**config.mk**
```make
export PLATFORM = sky130hd
export DESIGN_NAME = lbs_core
export DESIGN_NICKNAME = d
export VERILOG_FILES = /design/src/lbs_pkg.sv /design/src/lbs_decode.sv /design/src/lbs_core.sv
export SDC_FILE = /design/constraint.sdc
export NUM_CORES = 1
export LEC_CHECK = 0
export ABC_AREA = 1
export ABC_CLOCK_PERIOD_IN_PS = 2700
export BUFFER_PORTS_ARGS = -buffer_cell sky130_fd_sc_hd__buf_2
export CORE_MARGIN = 2
export CORE_UTILIZATION = 53
export DETAILED_ROUTE_END_ITERATION = 7
export HOLD_SLACK_MARGIN = 0.06
export PLACE_DENSITY = 0.82
export SLEW_MARGIN = 20
export SYNTH_ARGS = -nofsm -noshare
export SYNTH_HDL_FRONTEND = slang
export SYNTH_SLANG_ARGS = --single-unit
```
**constraint.sdc**
```tcl
create_clock -name CLK_SYS -period 2.7 [get_ports CLK_SYS]
set_clock_uncertainty 0.05 [all_clocks]
set_input_delay 0.27 -clock CLK_SYS [delete_from_list [all_inputs] [get_ports CLK_SYS]]
set_output_delay 0.27 -clock CLK_SYS [all_outputs]
set_load 0.01 [all_outputs]
```
**src/lbs_pkg.sv**
```systemverilog
// package: opcode fields, status bit positions, timing constants
package lbs_pkg;
  localparam int unsigned LBS_DATA_W = 8;
  localparam int unsigned LBS_ADDR_W = 7;
  localparam int unsigned LBS_INSN_W = 14;
  localparam int unsigned LBS_OSC_PER_CYCLE = 4;
  // opcode patterns in the 14-bit instruction word
  localparam logic [5:0] LBS_OP_AND_LIT = 6'h39;
  localparam logic [5:0] LBS_OP_AND_FILE = 6'h05;
  localparam logic [3:0] LBS_OP_SKIP_CLR = 4'h6;
  localparam logic [3:0] LBS_OP_SKIP_SET = 4'h7;
  // field positions
  localparam int unsigned LBS_DEST_POS = 7;
  localparam int unsigned LBS_BIT_POS = 7;
  localparam int unsigned LBS_ZERO_POS = 2;
  // all ones, so the first AND after reset passes its operand through
  localparam logic [7:0] LBS_ACC_RESET = 8'hFF;
  localparam logic [7:0] LBS_STATUS_RESET = 8'h00;
  localparam logic [1:0] LBS_PHASE_LAST = 2'h3;
  typedef enum logic [1:0] {
    LBS_OP_NONE,
    LBS_OP_LIT,
    LBS_OP_FILE,
    LBS_OP_SKIP
  } lbs_op_t;
endpackage

```
**src/lbs_decode.sv**
```systemverilog
// instruction word decoder for the four handled operations
`timescale 1ns/1ps
module lbs_decode
  import lbs_pkg::*;
(
  input wire logic [13:0] insn,
  output lbs_op_t op,
  output logic skip_on_set,
  output logic dest_file,
  output logic [6:0] addr,
  output logic [2:0] bit_sel,
  output logic [7:0] literal
);
  wire is_lit = insn[13:8] == LBS_OP_AND_LIT;
  wire is_file = insn[13:8] == LBS_OP_AND_FILE;
  wire is_skip = insn[13:10] == LBS_OP_SKIP_CLR ||
                 insn[13:10] == LBS_OP_SKIP_SET;
  assign op = is_lit ? LBS_OP_LIT : is_file ? LBS_OP_FILE :
              is_skip ? LBS_OP_SKIP : LBS_OP_NONE;
  assign skip_on_set = insn[13:10] == LBS_OP_SKIP_SET;
  assign dest_file = insn[LBS_DEST_POS];
  assign addr = insn[6:0];
  assign bit_sel = insn[LBS_BIT_POS +: 3];
  assign literal = insn[7:0];
endmodule

```
**src/lbs_core.sv**
```systemverilog
// execution unit for AND and bit-test-skip operations
// Function
// - literal AND puts acc AND the 8-bit literal into acc; only Z changes.
// - register AND combines acc with file reg f (7-bit); only Z changes.
// - dest bit 0 sends the AND result to acc, 1 writes it to the file reg.
// - skip-when-set turns the next instruction into a no-op on bit 1.
// - skip-when-clear turns the next instruction into a no-op on bit 0.
// - neither bit-test skip changes any status flag.
// - a cycle is four clocks; a true test adds a second cycle as a no-op.
`timescale 1ns/1ps
module lbs_core
  import lbs_pkg::*;
(
  input wire logic CLK_SYS,
  input wire logic NRST,
  input wire logic [13:0] INSN,
  input wire logic [7:0] FILE_RDATA,
  output logic [6:0] FILE_ADDR,
  output logic [7:0] FILE_WDATA,
  output logic FILE_WE,
  output logic [7:0] ACC,
  output logic ZERO_FLAG,
  output logic ZERO_WE,
  output logic INSN_DONE,
  output logic SKIP_NEXT,
  output logic NOP_CYCLE
);
  lbs_op_t op;
  logic skip_on_set;
  logic dest_file;
  logic [6:0] addr;
  logic [2:0] bit_sel;
  logic [7:0] literal;

  lbs_decode u_dec (
    .insn(INSN),
    .op(op),
    .skip_on_set(skip_on_set),
    .dest_file(dest_file),
    .addr(addr),
    .bit_sel(bit_sel),
    .literal(literal)
  );

  logic [1:0] phase_reg;
  logic [1:0] phase_next;
  logic squash_reg;
  logic squash_next;
  logic [7:0] acc_reg;
  logic [7:0] acc_next;
  logic zero_reg;
  logic zero_next;
  logic [6:0] faddr_reg;
  logic [7:0] fwdata_reg;
  logic [7:0] fwdata_next;
  logic fwe_reg;
  logic fwe_next;
  logic zwe_reg;
  logic zwe_next;
  logic done_reg;
  logic skip_reg;
  logic skip_next;
  logic nop_reg;

  // zero test shared by both AND forms
  function automatic logic is_zero(input logic [7:0] v);
    return v == 8'h00;
  endfunction

  // execution happens on the last of the four clocks of a cycle
  wire exec = phase_reg == LBS_PHASE_LAST;
  wire live = exec && !squash_reg;
  wire [7:0] and_lit = acc_reg & literal;
  wire [7:0] and_file = acc_reg & FILE_RDATA;
  wire tested = FILE_RDATA[bit_sel];
  wire take_skip = (tested == skip_on_set);

  assign phase_next = phase_reg + 2'h1;

  always_comb begin
    acc_next = acc_reg;
    zero_next = zero_reg;
    fwdata_next = fwdata_reg;
    fwe_next = 1'b0;
    zwe_next = 1'b0;
    skip_next = 1'b0;
    squash_next = exec ? 1'b0 : squash_reg;
    if (live) begin
      unique case (op)
        LBS_OP_LIT: begin
          acc_next = and_lit;
          zero_next = is_zero(and_lit);
          zwe_next = 1'b1;
        end
        LBS_OP_FILE: begin
          zero_next = is_zero(and_file);
          zwe_next = 1'b1;
          if (dest_file) begin
            fwdata_next = and_file;
            fwe_next = 1'b1;
          end else begin
            acc_next = and_file;
          end
        end
        LBS_OP_SKIP: begin
          // flags untouched on both outcomes
          skip_next = take_skip;
          squash_next = take_skip;
        end
        LBS_OP_NONE: begin
          acc_next = acc_reg;
        end
      endcase
    end
  end

  always_ff @(posedge CLK_SYS) begin
    if (!NRST) begin
      phase_reg <= 2'h0;
    end else begin
      phase_reg <= phase_next;
    end
  end

  // reset drops a pending squash, the next word runs normally
  always_ff @(posedge CLK_SYS) begin
    if (!NRST) begin
      squash_reg <= 1'b0;
    end else begin
      squash_reg <= squash_next;
    end
  end

  always_ff @(posedge CLK_SYS) begin
    if (!NRST) begin
      acc_reg <= LBS_ACC_RESET;
    end else begin
      acc_reg <= acc_next;
    end
  end

  always_ff @(posedge CLK_SYS) begin
    if (!NRST) begin
      zero_reg <= LBS_STATUS_RESET[LBS_ZERO_POS];
    end else begin
      zero_reg <= zero_next;
    end
  end

  always_ff @(posedge CLK_SYS) begin
    if (!NRST) begin
      faddr_reg <= 7'h00;
    end else begin
      faddr_reg <= addr;
    end
  end

  always_ff @(posedge CLK_SYS) begin
    if (!NRST) begin
      fwdata_reg <= 8'h00;
    end else begin
      fwdata_reg <= fwdata_next;
    end
  end

  always_ff @(posedge CLK_SYS) begin
    if (!NRST) begin
      fwe_reg <= 1'b0;
    end else begin
      fwe_reg <= fwe_next;
    end
  end

  always_ff @(posedge CLK_SYS) begin
    if (!NRST) begin
      zwe_reg <= 1'b0;
    end else begin
      zwe_reg <= zwe_next;
    end
  end

  always_ff @(posedge CLK_SYS) begin
    if (!NRST) begin
      done_reg <= 1'b0;
    end else begin
      done_reg <= exec;
    end
  end

  always_ff @(posedge CLK_SYS) begin
    if (!NRST) begin
      skip_reg <= 1'b0;
    end else begin
      skip_reg <= skip_next;
    end
  end

  always_ff @(posedge CLK_SYS) begin
    if (!NRST) begin
      nop_reg <= 1'b0;
    end else begin
      nop_reg <= exec && squash_reg;
    end
  end

  // address is registered so the file port sees a stable value
  assign FILE_ADDR = faddr_reg;
  assign FILE_WDATA = fwdata_reg;
  assign FILE_WE = fwe_reg;
  assign ACC = acc_reg;
  assign ZERO_FLAG = zero_reg;
  assign ZERO_WE = zwe_reg;
  assign INSN_DONE = done_reg;
  assign SKIP_NEXT = skip_reg;
  assign NOP_CYCLE = nop_reg;
endmodule

```
==> results of run 1 <==
power groups by stage:
stage / combinational (W) / clock (W) / sequential (W)
CTS: 0.0000994 / 0.000371 / 0.000484
global placement: 0.0000970 / 0 / 0.000495
floorplan: 0.0000545 / 0 / 0.000498
finish: 0.0000997 / 0.000366 / 0.000484
global route: 0.000113 / 0.000390 / 0.000485
detailed placement: 0.0000972 / 0 / 0.000495
layout make-up:
class	instances	area, um2	area share, %
clock inverters	3	42.5	2.27
multi-input cells	148	688	36.6
repair buffers	53	270	14.4
well taps	31	38.8	2.07
flip-flops and latches	32	641	34.1
inverters	40	160	8.53
clock buffers	5	37.5	2.00
layout by cell type (no fill, tap or decap), drive strengths merged:
master	count
nor3	1
clkinv	3
nor4	1
clkinvlp	1
nand3	20
dlygate4sd3	1
nand3b	1
o21ai	15
buf	52
nor2	30
clkbuf	5
bufinv	1
nand2	78
a21oi	1
inv	38
ha	1
dfxtp	32
stage by stage:
step | worst slack [ns] | instance area [um2] | total power, W
after floorplan | 1.47 | 1520 | 0.000553
after global placement | 1.33 | 1790 | 0.000592
after global routing | 1.19 | 1880 | 0.000988
final | 1.28 | 1880 | 0.000950
after CTS | 1.27 | 1880 | 0.000954
after detailed placement | 1.30 | 1790 | 0.000592
worst min-delay path, cell delays in order:
cell	delay, ns
buf_2	0.09
nand2_1	0.04
inv_1	0.04
kinds of logic after synthesis:
family / share of synthesized area [%]
AND/OR/NAND/NOR: 38.9
buffers and inverters: 12.6
flip-flops: 42.1
AO/OA/AOI/OAI: 5.51
adder cells (fa/ha/maj): 0.823
per-layer routing:
| metal | share of wire [%] | GRT usage (%) | wire length [um] | up-vias |
|---|---|---|---|---|
| met4 | 1.9 | 10.6 | 63 | 0 |
| li1 | - | - | - | 788 |
| met1 | 46 | 31.5 | 1570 | 663 |
| met5 | 0 | 0 | 0 | - |
| met3 | 7.4 | 4.31 | 251 | 7 |
| met2 | 44 | 32.0 | 1510 | 60 |
path summary, 6_finish.rpt:
path | end | depth (start not counted)
min | FILE_ADDR[0] | 3
min reg2reg | phase_reg[0] | 1
max reg2reg | ACC[4] | 7
max | ACC[4] | 7
==> metrics.txt, run 1 <==
CP Launch Type flip-flop; gr ovfl total 0; Final Hold Viols 0; Inserted Diodes 0; Core Region 2730 um2; DR vias/cell 4.87; latest clock arrival within the worst-skew pair 0.35 ns; part of the power in the clock network 38.6%; net load switching power 0.000237 W; reg2reg start phase_reg[0]; Filler Cells Inserted 254; worst hold start INSN[0]; Max Slew Vio Count 0; first-pass GRT wire length 5.60 mm; Mapped Area 1520 um2; Max Freq 703 MHz; Largest stage delay, worst path 0.33 ns; gr usage total 22.1%; Post-synth EDFFs 0; Port-buffer cells 52; cell taking the most area after synthesis dfxtp_1; Mapped Nets 249; Net Sw Frac 25.0%; Most used DFF post-synth dfxtp_1; area delta synth->final 23.5%; Reg2Reg Setup Slack 1.28 ns; maximum buffer depth of the clock tree 2; # resized after CTS 0; crit path DAT 1.58 ns; Buffers & Inverters on Critical Path 2; status finished clean; Finished Core Util 68.7%; CP Capture Type flip-flop; First-pass DRT Iterations 4; vias in the first global route 1281; average cell area after synthesis 6.79 um2; # IOs 53; WL final 3.40 mm; cell with the most instances after synthesis nand2_1; routed via count 1518; Comb pwr share 10.5%; Setup TNS 0 ns; critical path type flip-flop to flip-flop; Unique masters post-synth 20; final hold slack 0.0730 ns; Slew HR 70.1%; Critical Path Most Common Cell nand2_1; initial antenna violation count 0; Flop pwr share 50.9%; Initial Util 55.6%; DPL Wire Length 2.55 mm; postcts setup bufs 0; routability cong. 0.824; drt wl/cell 10.9 um; post-route ant nets 0; RSZ-0062 raised after global routing false; CP startpoint phase_reg[0]; Mapped Cells 224; crit-path cells ha_1, nand2_1, inv_1, nand3_4, clkinv_4, nand2_1, nand3_1; row cnt 19; Pwr Density 506 nW/um2; fraction of registers with async set/reset 0%; Pint 0.000712 W; number of setup violations in the final report 0; Final Non-Filler Cells 312; fin crit share 52.7%; Critical Path RT 2.86 ns; synth warn 0; Crit Path Max Fanout 9; clk root buf clkbuf_4; area of the die 3310 um2; nets 305; synthesis-stage register bit count 32; cell family with most CP delay simple AND/OR/NAND/NOR gates; Placed Cells 303; Hold/Removal Path Class input pin to flip-flop; largest net degree at the start of global routing 29; top area cells in the synthesized netlist dfxtp_1 42%, nand2_1 18%, inv_1 9.4%; clock-pin slew on the worst setup and hold paths 0.11 ns; MaxCap Viol Count 0; share of cells above drive strength 1 25.6%; Max H-tree Level 2; sequential area share after synthesis 42.1%; P_leak 1.14 nW; DIE HEIGHT 57.6 um; total CTS buffers 5; clock sink count 32; Worst Tran Pin Value 0.448 ns; critical path's slowest cell dfxtp_1; initial drt markers 97; commonest cells in the synthesized netlist 74 x nand2_1, 38 x inv_1, 32 x dfxtp_1, 27 x nor2_1, 18 x nand3_1; Tmin final 1.42 ns; DIE WIDTH 57.6 um; top cell type's share of synthesized area 42.1%; Post-CTS Hold Fix Bufs 1; Post-route DRC 0; TritonCTS clock tree done; VDD IR-drop max 0.467 mV
No activity file was read; power rests on OpenSTA's default activity.
==> inputs of run 2 (changes only) <==
ABC_CLOCK_PERIOD_IN_PS = 1200   (was 2700)
CORE_UTILIZATION = 44   (was 53)
PLACE_DENSITY = 0.73   (was 0.82)
clock period = 1.2 ns   (was 2.7 ns; I/O delays follow)
==> run 2 against run 1 <==
Critical path depth fell by 1. Combinational power rose to 2.7 times the previous value. Fmax rose by 20%. Clock power rose by 130%. Via count rose by 4.1%. Worst hold slack improved by 0.047 ns. Sequential share of layout area fell by 3.3 points. Core utilization fell by 6.2 points.
==> metrics.txt, run 2 (synthesized netlist as in run 1, its figures left out) <==
Post-route DRC 0; Placed Cells 323; routed via count 1580; gr usage total 20.6%; Final Hold Viols 0; drt wl/cell 10.8 um; # IOs 53; TritonCTS clock tree done; initial drt markers 88; post-route ant nets 0; share of cells above drive strength 1 29.3%; routability cong. 0.881; Crit Path Max Fanout 8; maximum buffer depth of the clock tree 2; latest clock arrival within the worst-skew pair 0.34 ns; Initial Util 45.6%; gr ovfl total 0; WL final 3.70 mm; clock-pin slew on the worst setup and hold paths 0.11 ns; area of the die 3940 um2; Pwr Density 1060 nW/um2; Worst Tran Pin Value 0.273 ns; area delta synth->final 37.2%; P_leak 1.22 nW; Pwr Total 0.00220 W; number of setup violations in the final report 0; total CTS buffers 5; First-pass DRT Iterations 4; Core Region 3340 um2; clk root buf clkbuf_4; RSZ-0062 raised after global routing true; DIE HEIGHT 62.8 um; Slew HR 81.8%; Largest stage delay, worst path 0.37 ns; Finished Core Util 62.5%; initial antenna violation count 0; Hold/Removal Path Class input pin to flip-flop; clock sink count 32; CP Launch Type flip-flop; Tmin final 1.18 ns; DPL Wire Length 2.67 mm; Inserted Diodes 0; largest net degree at the start of global routing 28; Setup TNS 0 ns; VDD IR-drop max 0.748 mV; critical path's slowest cell dfxtp_2; DIE WIDTH 62.8 um; MaxCap Viol Count 0; vias in the first global route 1441; Critical Path RT 1.44 ns; Port-buffer cells 52; most common cell after layout, fill and taps aside nand2_1; Max H-tree Level 2; critical path type flip-flop to flip-flop; crit-path cells ha_4, nand2_4, buf_6, nor2_4, o21ai_0, nor2_1; fin crit share 98.6%; first-pass GRT wire length 6.33 mm; Reg2Reg Setup Slack 0.02 ns; CP Capture Type flip-flop; row cnt 21; Max Freq 846 MHz; crit path DAT 1.42 ns; status finished clean; Final Non-Filler Cells 343; DR vias/cell 4.61; nets 321; Max Slew Vio Count 0; most frequent cells in the layout 72 x nand2_1, 52 x buf_2, 37 x inv_1
-- run 2: changes by cell type in the layout (fill, tap and decap cells not counted), sizes merged --
cell	delta
nand3	+1
dlygate4sd3	+9
buf	+6
-- run 2: what timing repair did --
item,in CTS,in global routing
endpoints found under the setup margin,17,16
gates cloned,1,0
endpoints found under the hold margin,10,0
resized for setup,5,9
hold buffers,10,0
setup buffers,1,0
pin swaps,3,2
-- run 2: cell type report --
cell class / instances / area, um2
clock buffers: 5 / 37.5
clock inverters: 3 / 42.5
fillers: 305 / 1250
inverters: 40 / 160
multi-input cells: 149 / 736
flip-flops and latches: 32 / 643
well taps: 46 / 57.6
repair buffers: 68 / 409
-- run 2: critical path: cells and delay by family (launching register included) --
family	cells	cell delay, ns
fa+ha+maj	1	0.15
simple gates	3	0.34
buf+inv	1	0.12
compound gates	1	0.10
flops	1	0.37
-- run 2: through the flow --
step                      hold WS (ns)  worst slack [ns]  area [um2]
after global placement           0.264          -0.00242        1850
after detailed placement         0.267           -0.0494        1850
after CTS                        0.104            0.0139        2060
final                            0.120            0.0173        2090
after global routing             0.151           -0.0722        2090
after floorplan                  0.163           0.00430        1520
-- run 2: power breakdown --
| group | total (W) | switching, W | internal, W |
|---|---|---|---|
| combinational | 0.000274 | 0.000151 | 0.000123 |
| sequential | 0.00109 | 0.00000897 | 0.00108 |
| clock | 0.000837 | 0.000403 | 0.000434 |
| total | 0.00220 | 0.000563 | 0.00164 |
-- run 2: final timing paths --
kind,startpoint,endpoint,depth (start not counted)
worst max-delay path,phase_reg[0],FILE_WDATA[5],6
worst min-delay path,INSN[11],SKIP_NEXT,5
worst max register to register,phase_reg[0],FILE_WDATA[5],6
worst min register to register,FILE_WDATA[3],FILE_WDATA[3],2
-- run 2: metal layers --
layer	global-route usage, %	vias up	routed length, um
li1	-	827	-
met1	27.2	696	1740
met2	32.8	50	1640
met3	5.05	7	260
met4	7.50	0	60
met5	0	-	0
